===== config.mk =====
export PLATFORM = sky130hd
export DESIGN_NAME = sheet_controller_flat
export DESIGN_NICKNAME = d
export VERILOG_FILES = /design/src/sheet_pkg.sv /design/src/sheet_link_if.sv /design/src/sheet_controller.sv /design/src/flat_wrapper.sv
export SDC_FILE = /design/constraint.sdc
export NUM_CORES = 1
export LEC_CHECK = 0
export ABC_AREA = 1
export BUFFER_PORTS_ARGS = -buffer_cell sky130_fd_sc_hd__buf_2
export CAP_MARGIN = 25
export CORE_ASPECT_RATIO = 2
export CORE_MARGIN = 2
export CORE_UTILIZATION = 55
export DETAILED_ROUTE_END_ITERATION = 12
export PLACE_DENSITY = 0.81
export SETUP_SLACK_MARGIN = 0.4
export SLEW_MARGIN = 20
export SYNTH_ARGS = -nofsm -noshare
export SYNTH_HDL_FRONTEND = slang
export SYNTH_SLANG_ARGS = --single-unit

===== constraint.sdc =====
create_clock -name clk -period 4.8 [get_ports clk]
set_clock_uncertainty 0.2 [all_clocks]
set_input_delay 0.96 -clock clk [delete_from_list [all_inputs] [get_ports clk]]
set_output_delay 0.96 -clock clk [all_outputs]
set_load 0.005 [all_outputs]

===== src/sheet_pkg.sv =====
// Shared constants for the sheet measurement handshake: timing, layout, registers.
// Assumes both ends run on one 200 MHz clock with a synchronous reset.
package sheet_pkg;
    // --------------------
    // Clock and time base
    // --------------------
    localparam int CLK_HZ = 200_000_000;
    localparam int CYCLES_PER_MS = CLK_HZ / 1000;
    // --------------------
    // Handshake times in milliseconds, ack guard in clock cycles, default sensor count
    // --------------------
    localparam logic [15:0] QUIET_MS = 16'd30;
    localparam logic [15:0] ACK_MS = 16'd30;
    localparam logic [4:0] ACK_GUARD_CY = 5'h10;
    localparam logic [15:0] SLOW_SCAN_MS = 16'd20;
    localparam logic [15:0] RUN_LIMIT_MS = 16'd10000;
    localparam logic [15:0] ZERO_ADJ_MS = 16'd7000;
    localparam logic [15:0] PAUSE_SHORT_MS = 16'd500;
    localparam logic [15:0] PAUSE_MID_MS = 16'd1000;
    localparam logic [15:0] PAUSE_LONG_MS = 16'd2000;
    localparam int REACTION_MS_DEF = 50;
    localparam int NUM_SENSORS_DEF = 4;
    // --------------------
    // Result line layout (one-hot)
    // --------------------
    localparam int RES_ZERO = 0;
    localparam int RES_ONE = 1;
    localparam int RES_TWO = 2;
    localparam logic [2:0] RES_NONE = 3'h0;
    localparam logic [2:0] RES_ALL = 3'h7;
    // --------------------
    // Controller registers (APB byte addresses, fields)
    // --------------------
    localparam logic [7:0] REG_CMD = 8'h00;
    localparam logic [7:0] REG_CFG = 8'h04;
    localparam logic [7:0] REG_STATUS = 8'h08;
    localparam int CMD_MEAS = 0;
    localparam int CMD_ZERO = 1;
    localparam int CMD_STOP = 2;
    localparam int CFG_CONT = 0;
    localparam int CFG_SLOW = 1;
    localparam int CFG_INV = 2;
    localparam logic [2:0] CFG_RESET = 3'h0;
    localparam int ST_BUSY = 0;
    localparam int ST_FAULT = 1;
    localparam int ST_DONE = 2;
    localparam int ST_READY = 3;
    localparam int ST_RES_LSB = 4;
endpackage


===== src/sheet_link_if.sv =====
// Discrete handshake wires between the controller and the detector.
// Assumes both ends share clk; the testbench instantiates and joins them.
`timescale 1ns/10ps
interface sheet_link_if;
    logic measure_start_in;
    logic zero_adjust_in;
    logic ready_out;
    logic [2:0] sheet_result_outs;

    // Detector end
    modport dev (
        input measure_start_in,
        input zero_adjust_in,
        output ready_out,
        output sheet_result_outs
    );

    // Controller end
    modport plc (
        output measure_start_in,
        output zero_adjust_in,
        input ready_out,
        input sheet_result_outs
    );
endinterface


===== src/sheet_controller.sv =====
// Controller end: runs measurement and zero-adjust handshakes on APB orders.
// Assumes APB master on clk; detector lines arrive from a foreign domain.
//
// The placing of the registers and register access over APB were left to the implementer.
`timescale 1ns/10ps
module sheet_controller
    import sheet_pkg::*;
#(
    parameter int MS_DIV = CYCLES_PER_MS
) (
    input wire logic clk,
    input wire logic srst,
    sheet_link_if.plc link,
    input wire logic psel,
    input wire logic penable,
    input wire logic pwrite,
    input wire logic [7:0] paddr,
    input wire logic [31:0] pwdata,
    output logic [31:0] prdata,
    output logic pready,
    output logic pslverr
);
    generate
        if (MS_DIV < 2) begin : g_bad
            $error("sheet_controller: MS_DIV too small");
        end
    endgenerate

    typedef enum logic [2:0] {
        H_IDLE,
        H_QUIET,
        H_RAISE,
        H_WAIT,
        H_RUN,
        H_REST
    } hstate_t;

    // --------------------
    // Synchronisers for ready and result lines
    // --------------------
    logic [3:0] pin_in;
    logic [3:0] s1_q;
    logic [3:0] s2_q;
    logic [3:0] s3_q;
    logic [3:0] lvl_q;
    assign pin_in = {link.sheet_result_outs, link.ready_out};

    generate
        for (genvar g = 0; g < 4; g++) begin : g_sync
            always_ff @(posedge clk) begin
                if (srst) begin
                    s1_q[g] <= 1'b0;
                    s2_q[g] <= 1'b0;
                    s3_q[g] <= 1'b0;
                    lvl_q[g] <= 1'b0;
                end else begin
                    s1_q[g] <= pin_in[g];
                    s2_q[g] <= s1_q[g];
                    s3_q[g] <= s2_q[g];
                    lvl_q[g] <= (s2_q[g] == s3_q[g]) ? s3_q[g] : lvl_q[g];
                end
            end
        end
    endgenerate

    // --------------------
    // APB slave, one wait state
    // --------------------
    logic [2:0] cfg_q;
    logic [2:0] cfg_d;
    logic pready_q;
    logic [31:0] prdata_q;
    logic [31:0] prdata_d;
    logic pslverr_q;
    logic pslverr_d;
    logic wr_cmd;
    logic [2:0] res;
    logic hit;
    hstate_t state_q;
    logic fault_q;
    logic done_q;
    logic [2:0] result_q;

    assign res = lvl_q[3:1] ^ {3{cfg_q[CFG_INV]}};
    assign hit = (paddr == REG_CMD) || (paddr == REG_CFG) || (paddr == REG_STATUS);
    // Writes take effect at the edge where pready is seen high
    assign wr_cmd = psel & penable & pready_q & pwrite & (paddr == REG_CMD);

    always_comb begin
        cfg_d = cfg_q;
        prdata_d = prdata_q;
        pslverr_d = 1'b0;
        if (psel && penable && !pready_q) begin
            pslverr_d = ~hit;
            prdata_d = 32'h0;
            if (!pwrite && paddr == REG_CFG) begin
                prdata_d[2:0] = cfg_q;
            end else if (!pwrite && paddr == REG_STATUS) begin
                prdata_d[ST_BUSY] = (state_q != H_IDLE);
                prdata_d[ST_FAULT] = fault_q;
                prdata_d[ST_DONE] = done_q;
                prdata_d[ST_READY] = lvl_q[0];
                prdata_d[ST_RES_LSB +: 3] = result_q;
            end
        end
        if (psel && penable && pready_q && pwrite && paddr == REG_CFG) begin
            cfg_d = pwdata[2:0];
        end
    end

    always_ff @(posedge clk) begin
        if (srst) begin
            cfg_q <= CFG_RESET;
            pready_q <= 1'b0;
            prdata_q <= 32'h0;
            pslverr_q <= 1'b0;
        end else begin
            cfg_q <= cfg_d;
            pready_q <= psel & penable & ~pready_q;
            prdata_q <= prdata_d;
            pslverr_q <= pslverr_d;
        end
    end

    // --------------------
    // Millisecond prescaler
    // --------------------
    logic [31:0] div_q;
    logic tick_q;
    always_ff @(posedge clk) begin
        if (srst) begin
            div_q <= 32'h0;
            tick_q <= 1'b0;
        end else begin
            div_q <= (div_q == 32'(MS_DIV - 1)) ? 32'h0 : div_q + 32'h1;
            tick_q <= (div_q == 32'(MS_DIV - 1));
        end
    end

    // --------------------
    // Handshake sequencer
    // --------------------
    hstate_t state_d;
    logic [4:0] guard_q;
    logic [4:0] guard_d;
    logic zero_job_q;
    logic zero_job_d;
    logic [15:0] ms_q;
    logic [15:0] ms_d;
    logic [16:0] rest_q;
    logic [16:0] rest_d;
    logic start_q;
    logic start_d;
    logic zero_q;
    logic zero_d;
    logic fault_d;
    logic done_d;
    logic [2:0] result_d;
    logic acked;

    // Zero adjust acks high, measurement acks low
    assign acked = zero_job_q ? (res == RES_ALL) : (res == RES_NONE);

    always_comb begin
        state_d = state_q;
        zero_job_d = zero_job_q;
        ms_d = (tick_q && ms_q != 16'hFFFF) ? ms_q + 16'h1 : ms_q;
        rest_d = (tick_q && rest_q != 17'h0) ? rest_q - 17'h1 : rest_q;
        start_d = start_q;
        zero_d = zero_q;
        fault_d = fault_q;
        done_d = done_q;
        result_d = result_q;
        // Stale lines look like an ack until the round trip has passed
        guard_d = (state_q == H_RAISE && guard_q != ACK_GUARD_CY) ? guard_q + 5'h1 : guard_q;
        if (state_q != H_RAISE) begin
            guard_d = 5'h0;
        end
        case (state_q)
            H_IDLE: begin
                start_d = 1'b0;
                zero_d = 1'b0;
                if (wr_cmd && (pwdata[CMD_MEAS] || pwdata[CMD_ZERO])) begin
                    state_d = H_QUIET;
                    zero_job_d = ~pwdata[CMD_MEAS];
                    ms_d = 16'h0;
                    fault_d = 1'b0;
                    done_d = 1'b0;
                end
            end
            H_QUIET: begin
                // Rest debt from the previous run is paid here too
                if (ms_q > QUIET_MS && rest_q == 17'h0) begin // RL4 RL14 RL2
                    ms_d = 16'h0;
                    if (!lvl_q[0]) begin
                        state_d = H_IDLE; // RL3
                        fault_d = 1'b1;
                    end else begin
                        state_d = H_RAISE;
                        start_d = ~zero_job_q;
                        zero_d = zero_job_q;
                    end
                end
            end
            H_RAISE: begin
                // Slow scan never trusts the ack and just waits it out
                if ((!cfg_q[CFG_SLOW] && acked && guard_q == ACK_GUARD_CY) || ms_q > ACK_MS) begin // RL6 RL8 RL16
                    zero_d = 1'b0;
                    if (!zero_job_q && cfg_q[CFG_CONT]) begin
                        state_d = H_RUN;
                    end else begin
                        state_d = H_WAIT;
                        start_d = 1'b0;
                    end
                end
            end
            H_WAIT: begin
                if (zero_job_q ? (res == RES_NONE) : (res != RES_NONE && res != RES_ALL)) begin
                    result_d = res;
                    done_d = 1'b1;
                    state_d = H_REST;
                    rest_d = zero_job_q ? 17'h0 : {ms_q, 1'b0}; // RL2
                end
            end
            H_RUN: begin
                if (res != RES_NONE) begin
                    result_d = res;
                end
                // Burst is cut off to keep the sensor from drifting warm
                if ((wr_cmd && pwdata[CMD_STOP]) || ms_q >= RUN_LIMIT_MS) begin // RL2
                    start_d = 1'b0;
                    done_d = 1'b1;
                    state_d = H_REST;
                    rest_d = {ms_q, 1'b0};
                end
            end
            H_REST: begin
                state_d = H_IDLE;
            end
            default: begin
                state_d = H_IDLE;
            end
        endcase
    end

    always_ff @(posedge clk) begin
        if (srst) begin
            state_q <= H_IDLE;
            zero_job_q <= 1'b0;
            ms_q <= 16'h0;
            rest_q <= 17'h0;
            start_q <= 1'b0;
            zero_q <= 1'b0;
            fault_q <= 1'b0;
            done_q <= 1'b0;
            result_q <= 3'h0;
            guard_q <= 5'h0;
        end else begin
            guard_q <= guard_d;
            state_q <= state_d;
            zero_job_q <= zero_job_d;
            ms_q <= ms_d;
            rest_q <= rest_d;
            start_q <= start_d;
            zero_q <= zero_d;
            fault_q <= fault_d;
            done_q <= done_d;
            result_q <= result_d;
        end
    end

    assign link.measure_start_in = start_q;
    assign link.zero_adjust_in = zero_q;
    assign prdata = prdata_q;
    assign pready = pready_q;
    assign pslverr = pslverr_q;
endmodule


===== src/flat_wrapper.sv =====
// flat-port wrapper written by rule: the top's interface ports become plain ports
module sheet_controller_flat import sheet_pkg::*;
#(
    parameter int MS_DIV = CYCLES_PER_MS
)
  (clk, srst, psel, penable, pwrite, paddr, pwdata, prdata, pready, pslverr, link_measure_start_in, link_zero_adjust_in, link_ready_out, link_sheet_result_outs);
  sheet_link_if link_i ();
  input wire logic clk;
  input wire logic srst;
  input wire logic psel;
  input wire logic penable;
  input wire logic pwrite;
  input wire logic [7:0] paddr;
  input wire logic [31:0] pwdata;
  output logic [31:0] prdata;
  output logic pready;
  output logic pslverr;
  output wire logic [$bits(link_i.measure_start_in)-1:0] link_measure_start_in;
  output wire logic [$bits(link_i.zero_adjust_in)-1:0] link_zero_adjust_in;
  input wire logic [$bits(link_i.ready_out)-1:0] link_ready_out;
  input wire logic [$bits(link_i.sheet_result_outs)-1:0] link_sheet_result_outs;
  assign link_measure_start_in = link_i.measure_start_in;
  assign link_zero_adjust_in = link_i.zero_adjust_in;
  assign link_i.ready_out = link_ready_out;
  assign link_i.sheet_result_outs = link_sheet_result_outs;
  sheet_controller #(.MS_DIV(MS_DIV)) u_core (.clk(clk), .srst(srst), .link(link_i), .psel(psel), .penable(penable), .pwrite(pwrite), .paddr(paddr), .pwdata(pwdata), .prdata(prdata), .pready(pready), .pslverr(pslverr));
endmodule

==> results.toml, run 1 <==
[die]
rows = 54
start_util_pct = 56.43
core_um2 = 10880
dieHeight_um = 153.4
io_pins = 85
dieArea_um2 = 12070
die_w_um = 78.70

[cts]
path_clk_slew_ns = 0.08
clockBufferDepth = 2
cts_tree = "built"
cts-hold-fix-buffers = 0
insertion_delay_ns = 0.35
cts_made_buffers = 9
htree_levels = 3
cts_root_buf = "clkbuf_16"
cts.sinks = 110
ctsResizeCount = 0
post-cts-setup-buffers = 0

[synth]
ys_ff_latch = 110
ys_types = 50
synth_largest_area_cell = "dfxtp_1"
synth_area_leaders = "dfxtp_1 36%, nand2_1 11%, nor2_1 8.1%"
synth_area_um2 = 6138
netlist_instances = 887
synth_edf_count = 0
avgSynthCellArea_um2 = 6.920
yosysWarnings = 0
yosysMostFrequentCell = "nand2_1"
synth_commonest_cells = "182 x nand2_1, 133 x nor2_1, 110 x dfxtp_1, 106 x inv_1, 50 x nand3_1"
ys_async_sr_fraction_pct = 0
ys.flop_type = "dfxtp_1"
synth_top_area_share_pct = 35.87
ys_seq_area_share_pct = 35.87

[pwr]
leakagePower_nw = 2.609
powerDensity_nw_per_um2 = 314.8
peakVddDrop_mv = 0.1964

[cells_and_area]
diodes = 0
layout.nets = 965
drive_above_1_share_pct = 12.04
instances_no_fill = 1054
synthToLayoutAreaGrowth_pct = 6.523
post-route-util_pct = 60.11

[worst_setup_path]
startpoint_type = "input pin"
path_max_fanout = 37
crit_arrival_ns = 2.70
path_class = "input pin to flop"
cp.required_ns = 4.87
cp-end-kind = "flop"

[drt]
dr_total_vias = 5687
wl_mm = 14.83
drt_first_pass_iters = 5
drt_iter0_markers = 278
drc_errors = 0
vias_per_cell = 5.396
detail-route-antenna-nets = 0
wl_per_cell_um = 14.07

[sta]
max_freq_mhz = 380.6
period_share_pct = 54.74
relSlewSlack_pct = 59.60
setup_tns_ns = 0
min_period_ns = 2.627
worst_slew_pin_slew_ns = 0.6051
finalSetupViolCount = 0
finalHoldViolations = 0
grt_setup_unrepaired = "no"
drv_slew = 0

[global_routing]
grt_pass1_wl_mm = 23.98
grt_remaining_overflow = 0
grt_pass1_vias = 5497
antenna_found_initial = 0
grt.total_usage_pct = 25.12
grt_max_degree = 38

[placed_design]
gp_congestion = 0.9852
portBuffers = 30
dp_hpwl_mm = 11.63
post-place-cells = 1038

[status]
status = "finished clean"

[flow_run]
maxCapViolCount = 0

[hold_path]
hold_class = "flop to flop"
-- metal layers --
metal / global-route usage (%) / up-vias / wire (um)
met2: 49.98 / 141 / 8298
met1: 22.00 / 2641 / 5141
met4: 17.29 / 0 / 1008
met5: 0 / - / 0
li1: - / 2839 / -
met3: 2.952 / 66 / 381
-- power by group --
group	leakage (nW)	switching [mW]	internal (mW)	total, mW
logic	1.58	0.243	0.107	0.350
clock network	0.139	0.369	0.367	0.735
registers	0.891	0.0235	0.950	0.973
-- area by class of cell --
cell class / instances / area, um^2
fill: 1037 / 4339
multi-input combinational: 638 / 3244
sequential: 110 / 2202
inverter: 119 / 449.2
clock buffer: 10 / 229.0
timing repair buffer: 31 / 177.7
tap: 140 / 175.2
clock inverter: 6 / 61.31
-- per-stage QoR --
stage / worst slack [ns] / power (mW) / cell area [um^2] / hold slack (ns)
finish: 2.173 / 2.058 / 6539 / 0.2084
global route: 2.027 / 2.139 / 6539 / 0.2339
CTS: 2.160 / 2.063 / 6539 / 0.2137
detailed placement: 1.770 / 1.339 / 6248 / 0.1991
global placement: 1.622 / 1.331 / 6221 / 0.1923
floorplan: 2.562 / 1.280 / 6228 / 0.1883
-- state kept, by name, summed over array words and instances, names as in the netlist, 3 cells and up --
| name | count |
|---|---|
| u_core.guard_q | 5 |
| u_core.state_q | 3 |
| u_core.rest_q | 17 |
| u_core.ms_q | 16 |
| u_core.prdata | 7 |
| u_core.lvl_q | 4 |
| u_core.result_q | 3 |
| u_core.cfg_q | 3 |
| u_core.div_q | 32 |
| u_core.s2_q | 4 |
| u_core.s3_q | 4 |
| u_core.s1_q | 4 |
-- layout by cell type (no fill, tap or decap), types with 10 or more instances in the layout --
master   instances
conb_1          25
a21oi_1         39
nand2_2         11
dfxtp_1        110
xor2_1          21
nand4_1         19
inv_1          106
o21ai_0         35
nand2_1        182
nor3_1          26
o21ai_2         10
xnor2_1         10
nand3_1         50
nor2_1         133
buf_2           30
inv_2           10
-- worst paths after layout --
path                                                  from                          end  slack, ns  cells past startpoint
worst max-delay path                                  srst  u_core.div_q[10]$_SDFF_PP0_       2.17                      5
worst min-delay path             u_core.s1_q[2]$_SDFF_PP0_    u_core.s2_q[2]$_SDFF_PP0_       0.21                      2
worst max register to register  u_core.div_q[0]$_SDFF_PP0_  u_core.div_q[10]$_SDFF_PP0_       2.32                      9
worst min register to register   u_core.s1_q[2]$_SDFF_PP0_    u_core.s2_q[2]$_SDFF_PP0_       0.21                      2
-- logic make-up (layout without fill, tap and decap cells) --
family | count (synthesis) | after routing | synth area share [%]
AOI/OAI and AO/OA | 105 | 105 | 9.947
xor gates and xnor gates | 31 | 31 | 4.423
adders and majority gates | 7 | 7 | 1.427
buffers and inverters | 163 | 166 | 12.74
DFF | 110 | 110 | 35.87
other | 1 | 25 | 0.06109
and+or+nand+nor | 470 | 470 | 35.53
-- worst max-delay path, stage by stage --
cell,delay [ns]
buf_2,0.24
inv_2,0.52
nand2_1,0.51
buf_16,0.31
nor3_1,0.14
(Power assumes the default switching activity.)
==> run 2: changes to the inputs <==
==> constraint.sdc (replaced) <==
create_clock -name clk -period 2.5 [get_ports clk]
set_clock_uncertainty 0.2 [all_clocks]
set_input_delay 0.5 -clock clk [delete_from_list [all_inputs] [get_ports clk]]
set_output_delay 0.5 -clock clk [all_outputs]
set_load 0.005 [all_outputs]
==> results.toml, run 2 (synthesis gave the netlist of run 1 again) <==
[status]
status = "finished clean"

[placed_design]
post-place-ws_ns = 0.2295
gp_congestion = 1.014
dp_hpwl_mm = 11.43
portBuffers = 30
dpl-instance-area_um2 = 6316

[drt]
dr_total_vias = 5811
drt_first_pass_iters = 5
wl_mm = 15.48
wl_per_cell_um = 14.37
drt_iter0_markers = 400
vias_per_cell = 5.396
detail-route-antenna-nets = 0
drc_errors = 0

[sta]
finalHoldViolations = 0
drv_slew = 0
min_period_ns = 2.106
period_share_pct = 84.22
max_freq_mhz = 474.9
finalSetupViolCount = 0
setup_tns_ns = 0
grt_setup_unrepaired = "yes"
finalWorstSetupSlack_ns = 0.3944

[cells_and_area]
mostFrequentLayoutCells = "179 x nand2_1, 129 x nor2_1, 105 x inv_1"
largest_register_ffs = 32
regMostFlops = "u_core.div_q"
final_area_um2 = 6898
final_common_cell = "nand2_1"
drive_above_1_share_pct = 17.61
fillers = 975
synthToLayoutAreaGrowth_pct = 12.37
reg.largest.list = "u_core.div_q (32), u_core.rest_q (17), u_core.ms_q (16)"
diodes = 0
layout.nets = 988

[worst_setup_path]
cp-end-kind = "flop"
path_class = "flop to flop"
rrSetupSlack_ns = 0.39
cp.required_ns = 2.55
path_max_fanout = 8
crit_arrival_ns = 2.15
startpoint_type = "flop"

[cts]
htree_levels = 3
clockBufferDepth = 2
cts.sinks = 110
cts_made_buffers = 9
cts-hold-fix-buffers = 0
insertion_delay_ns = 0.35
cts_tree = "built"
cts_root_buf = "clkbuf_16"
path_clk_slew_ns = 0.08

[die]
io_pins = 85
rows = 54
dieHeight_um = 153.4
core_um2 = 10880
start_util_pct = 56.43
die_w_um = 78.70
dieArea_um2 = 12070

[pwr]
peakVddDrop_mv = 0.4212
clkPwrFrac_pct = 36.2
power.total_mw = 4.107
leakagePower_nw = 2.801
power.internal_mw = 2.862
power_frac_seq_pct = 45.5
powerDensity_nw_per_um2 = 595.4
switching_share_pct = 30.31
combPwrFrac_pct = 18.3
p_sw_mw = 1.245

[global_routing]
grt_pass1_vias = 5546
grt_pass1_wl_mm = 24.57
grt_max_degree = 33
grt_remaining_overflow = 0
antenna_found_initial = 0
grt.total_usage_pct = 25.68

[flow_run]
maxCapViolCount = 0

[hold_path]
hold_class = "input pin to flop"
==> run 2: changes by cell type in the layout (fill, tap and decap cells not counted), moves of 4 or more <==
cell,delta
nor2_2,+4
nand2_4,+5
a21oi_1,-11
a21oi_2,+11
dfxtp_2,+5
dfxtp_1,-7
buf_4,+19
nor2_1,-4
==> run 2: metrics by stage <==
stage / hold WS (ns) / instances / utilization [%]
finish: 0.1427 / 1077 / 63.41
global route: 0.1525 / 1077 / 63.41
CTS: 0.1392 / 1065 / 61.17
detailed placement: 0.1962 / 1048 / 58.06
global placement: 0.1941 / 1048 / 58.06
floorplan: 0.1883 / 911 / -
==> run 2: power by group through the flow <==
| stage | logic [mW] | clock network, mW | registers (mW) |
|---|---|---|---|
| global route | 0.838 | 1.58 | 1.88 |
| finish | 0.752 | 1.49 | 1.87 |
| CTS | 0.695 | 1.50 | 1.87 |
| global placement | 0.648 | 0 | 1.91 |
| detailed placement | 0.656 | 0 | 1.91 |
| floorplan | 0.557 | 0 | 1.90 |
==> run 2: worst paths after layout <==
| path | cells after the start | end | from |
|---|---|---|---|
| max | 9 | u_core.div_q[2]$_SDFF_PP0_ | u_core.div_q[0]$_SDFF_PP0_ |
| min | 3 | u_core.s1_q[0]$_SDFF_PP0_ | link_ready_out |
| max reg2reg | 9 | u_core.div_q[2]$_SDFF_PP0_ | u_core.div_q[0]$_SDFF_PP0_ |
| min reg2reg | 2 | u_core.s2_q[2]$_SDFF_PP0_ | u_core.s1_q[2]$_SDFF_PP0_ |
==> run 2: area by class of cell <==
class	instances	area, um^2	area share, %
Clock buffer	10	229.0	3.319
Clock inverter	6	76.32	1.106
Inverter	119	449.2	6.512
Multi-Input combinational cell	639	3378	48.98
Sequential cell	110	2216	32.12
Tap cell	140	175.2	2.539
Timing Repair Buffer	53	374.1	5.424
==> run 2: repair_timing <==
item,4_1_cts,5_1_grt
gates resized for setup,5,36
buffers inserted,0,9
cloned,1,3
pin swaps,1,9
endpoints found under the setup margin,16,68
==> run 2: critical path: stages, from the launching register on <==
cell and delay (ns):
dfxtp_4 0.37, ha_4 0.15, nand2_4 0.06, nor2_4 0.15
nand4_1 0.11, nor4_2 0.28, nand4_1 0.23, nand2_4 0.21
clkbuf_16 0.18, nor3_1 0.05
==> run 2: metal layers <==
layer  GRT usage, %  vias to the layer above  part of all wire [%]
met1          24.01                     2643                    35
met2          48.47                      200                    55
li1               -                     2884                     -
met5              0                        -                     0
met3          4.014                       84                   3.5
met4          18.21                        0                   7.1
==> run 3: changes to the inputs <==
--- a/config.mk
+++ b/config.mk
@@ -5,14 +5,14 @@
 export SDC_FILE = /design/constraint.sdc
 export NUM_CORES = 1
 export LEC_CHECK = 0
-export ABC_AREA = 1
+export ABC_AREA = 0
 export BUFFER_PORTS_ARGS = -buffer_cell sky130_fd_sc_hd__buf_2
 export CAP_MARGIN = 25
 export CORE_ASPECT_RATIO = 2
 export CORE_MARGIN = 2
 export CORE_UTILIZATION = 55
 export DETAILED_ROUTE_END_ITERATION = 12
-export PLACE_DENSITY = 0.81
+export PLACE_DENSITY = 0.82
 export SETUP_SLACK_MARGIN = 0.4
 export SLEW_MARGIN = 20
 export SYNTH_ARGS = -nofsm -noshare
==> constraint.sdc (replaced) <==
create_clock -name clk -period 2.1 [get_ports clk]
set_clock_uncertainty 0.2 [all_clocks]
set_input_delay 0.42 -clock clk [delete_from_list [all_inputs] [get_ports clk]]
set_output_delay 0.42 -clock clk [all_outputs]
set_load 0.005 [all_outputs]
==> results.toml, run 3 <==
[die]
rows = 50
die_w_um = 73.44
dieHeight_um = 142.9
start_util_pct = 56.52
core_um2 = 9384
dieArea_um2 = 10490
io_pins = 85

[placed_design]
gp_congestion = 0.8690
post-place-cells = 799
portBuffers = 30
dpl-instance-area_um2 = 6208
post-place-ws_ns = -0.2837
dp_hpwl_mm = 9.791

[cells_and_area]
synthToLayoutAreaGrowth_pct = 51.00
largest_register_ffs = 32
fillers = 421
layout.nets = 802
regMostFlops = "u_core.div_q"
register_area_um2 = 2276
final_common_cell = "buf_4"
reg.largest.list = "u_core.div_q (32), u_core.rest_q (17), u_core.ms_q (16)"
multi_input_area_um2 = 3966
mostFrequentLayoutCells = "98 x buf_4, 75 x dfxtp_1, 43 x nor2_1"
drive_above_1_share_pct = 48.53
diodes = 0
instances_no_fill = 854
final_area_um2 = 8009

[sta]
drv_slew = 0
period_share_pct = 117.4
max_freq_mhz = 405.5
finalHoldViolations = 0
finalWorstSetupSlack_ns = -0.3661
finalSetupViolCount = 43
grt_setup_unrepaired = "yes"
relSlewSlack_pct = 64.67
worst_slew_pin_slew_ns = 0.5294
min_period_ns = 2.466

[synth]
ys_types = 69
synth_largest_area_cell = "dfxtp_1"
ys_ff_latch = 110
avgSynthCellArea_um2 = 8.781
yosysMostFrequentCell = "dfxtp_1"
synth_commonest_cells = "110 x dfxtp_1, 89 x nor2_1, 42 x xor2_1, 41 x nand2_1, 26 x buf_4"
ys_seq_area_share_pct = 41.52
netlist_instances = 604
synth_area_um2 = 5304
ys.flop_type = "dfxtp_1"
synth_edf_count = 0
ys_async_sr_fraction_pct = 0
synth_area_leaders = "dfxtp_1 42%, xor2_1 6.9%, nor2_1 6.3%"
yosysWarnings = 0
synth_top_area_share_pct = 41.52

[drt]
drc_errors = 0
wl_met3_mm = 1.254
dr_total_vias = 5548
wl_per_cell_um = 24.67
m1WireLength_mm = 6.480
wl_mm = 21.07
detail-route-antenna-nets = 0
drt_first_pass_iters = 5
vias_per_cell = 6.496
top_layer = "met4"
wl_met2_mm = 11.15
drt_iter0_markers = 435

[pwr]
peakVddDrop_mv = 0.8790
power.total_mw = 4.250
leakagePower_nw = 3.090
powerDensity_nw_per_um2 = 530.6

[worst_setup_path]
max_stage_delay_ns = 0.54
crit_buf_inv = 1
path_max_fanout = 5
crit_start = "u_core.ms_q[10]$_SDFF_PP0_"
slowest_stage = "or4_4"
cp.required_ns = 2.14
crit_arrival_ns = 2.50
startpoint_type = "flop"
cpLargestDelayFamily = "compound AO/OA/AOI/OAI gates"
cp-end-kind = "flop"
r2r_start = "u_core.ms_q[10]$_SDFF_PP0_"
cp_cell_sequence = "or4_4, a311o_1, o2111ai_4, a22oi_2, buf_4, nand4_1, a21oi_2"
path_class = "flop to flop"

[cts]
clockBufferDepth = 2
cts-hold-fix-buffers = 0
insertion_delay_ns = 0.37
cts_tree = "built"
path_clk_slew_ns = 0.07
cts_made_buffers = 9
htree_levels = 3
cts_root_buf = "clkbuf_16"
cts.sinks = 110

[flow_run]
maxCapViolCount = 0

[hold_path]
hp-start = "link_sheet_result_outs[2]"
hold_class = "input pin to flop"

[global_routing]
grt_remaining_overflow = 0
grt_pass1_wl_mm = 26.16
grt_pass1_vias = 5321
grt.total_usage_pct = 32.58
grt_max_degree = 26
antenna_found_initial = 0

[status]
status = "complete, but fails checks"
violations = "negative setup slack"
==> run 3: changes by cell type after synthesis, sizes merged, moves of 29 or more <==
cell	before	now
inv	116	21
nand2	194	41
nand3	53	24
nor2	144	90
o21ai	48	12
==> run 3: cell type report <==
class	count	share of cell area [%]
multi-input combinational	452	49.52
clock inverter	6	0.6093
tap	104	1.625
sequential	110	28.42
clock buffer	9	2.812
timing repair buffer	152	16.03
inverter	21	0.9842
==> run 3: path summary, 6_finish.rpt <==
| path | end | slack, ns | cells after the start |
|---|---|---|---|
| min reg2reg | u_core.div_q[0]$_SDFF_PP0_ | 0.26 | 1 |
| max reg2reg | u_core.state_q[0]$_SDFFE_PP0P_ | -0.37 | 7 |
| min | u_core.s1_q[3]$_SDFF_PP0_ | 0.08 | 2 |
| max | u_core.state_q[0]$_SDFFE_PP0P_ | -0.37 | 7 |
==> run 3: per-layer routing <==
metal,GRT usage [%],vias up
li1,-,2329
met1,30.43,2689
met2,60.86,358
met3,4.728,172
met4,23.25,0
met5,0,-
==> run 3: cells by family (layout without fill, tap and decap cells) <==
group,after synthesis,after routing,synth area share [%]
XOR/XNOR,64,64,10.57
multiplexers,12,12,2.335
buffers and inverters,67,188,6.770
AO/OA/AOI/OAI,89,89,12.79
adder cells (fa/ha/maj),7,7,1.651
AND/OR/NAND/NOR,254,255,24.30
other,1,25,0.07070
flip-flops,110,110,41.52
==> run 3: timing repair <==
action | 4_1_cts | 5_1_grt
resized for setup | 134 | 123
cloned | 4 | 1
pin swaps | 51 | 52
setup endpoints to repair | 81 | 85
buffers inserted | 18 | 17
==> run 3: through the flow <==
stage | utilization, % | setup TNS [ns] | hold slack [ns]
after global placement | 66.16 | -7.907 | 0.2202
after floorplan | - | -1.884 | 0.2138
after global routing | 85.35 | -13.76 | 0.08163
final | 85.35 | -12.06 | 0.07737
after CTS | 77.95 | -7.089 | 0.07367
after detailed placement | 66.16 | -9.562 | 0.2278
==> run 3: power breakdown <==
group	internal [mW]	switching, mW	total [mW]
Combinational	0.205	0.279	0.484
Clock	0.808	0.835	1.64
Sequential	2.10	0.0258	2.12
Total	3.11	1.14	4.25
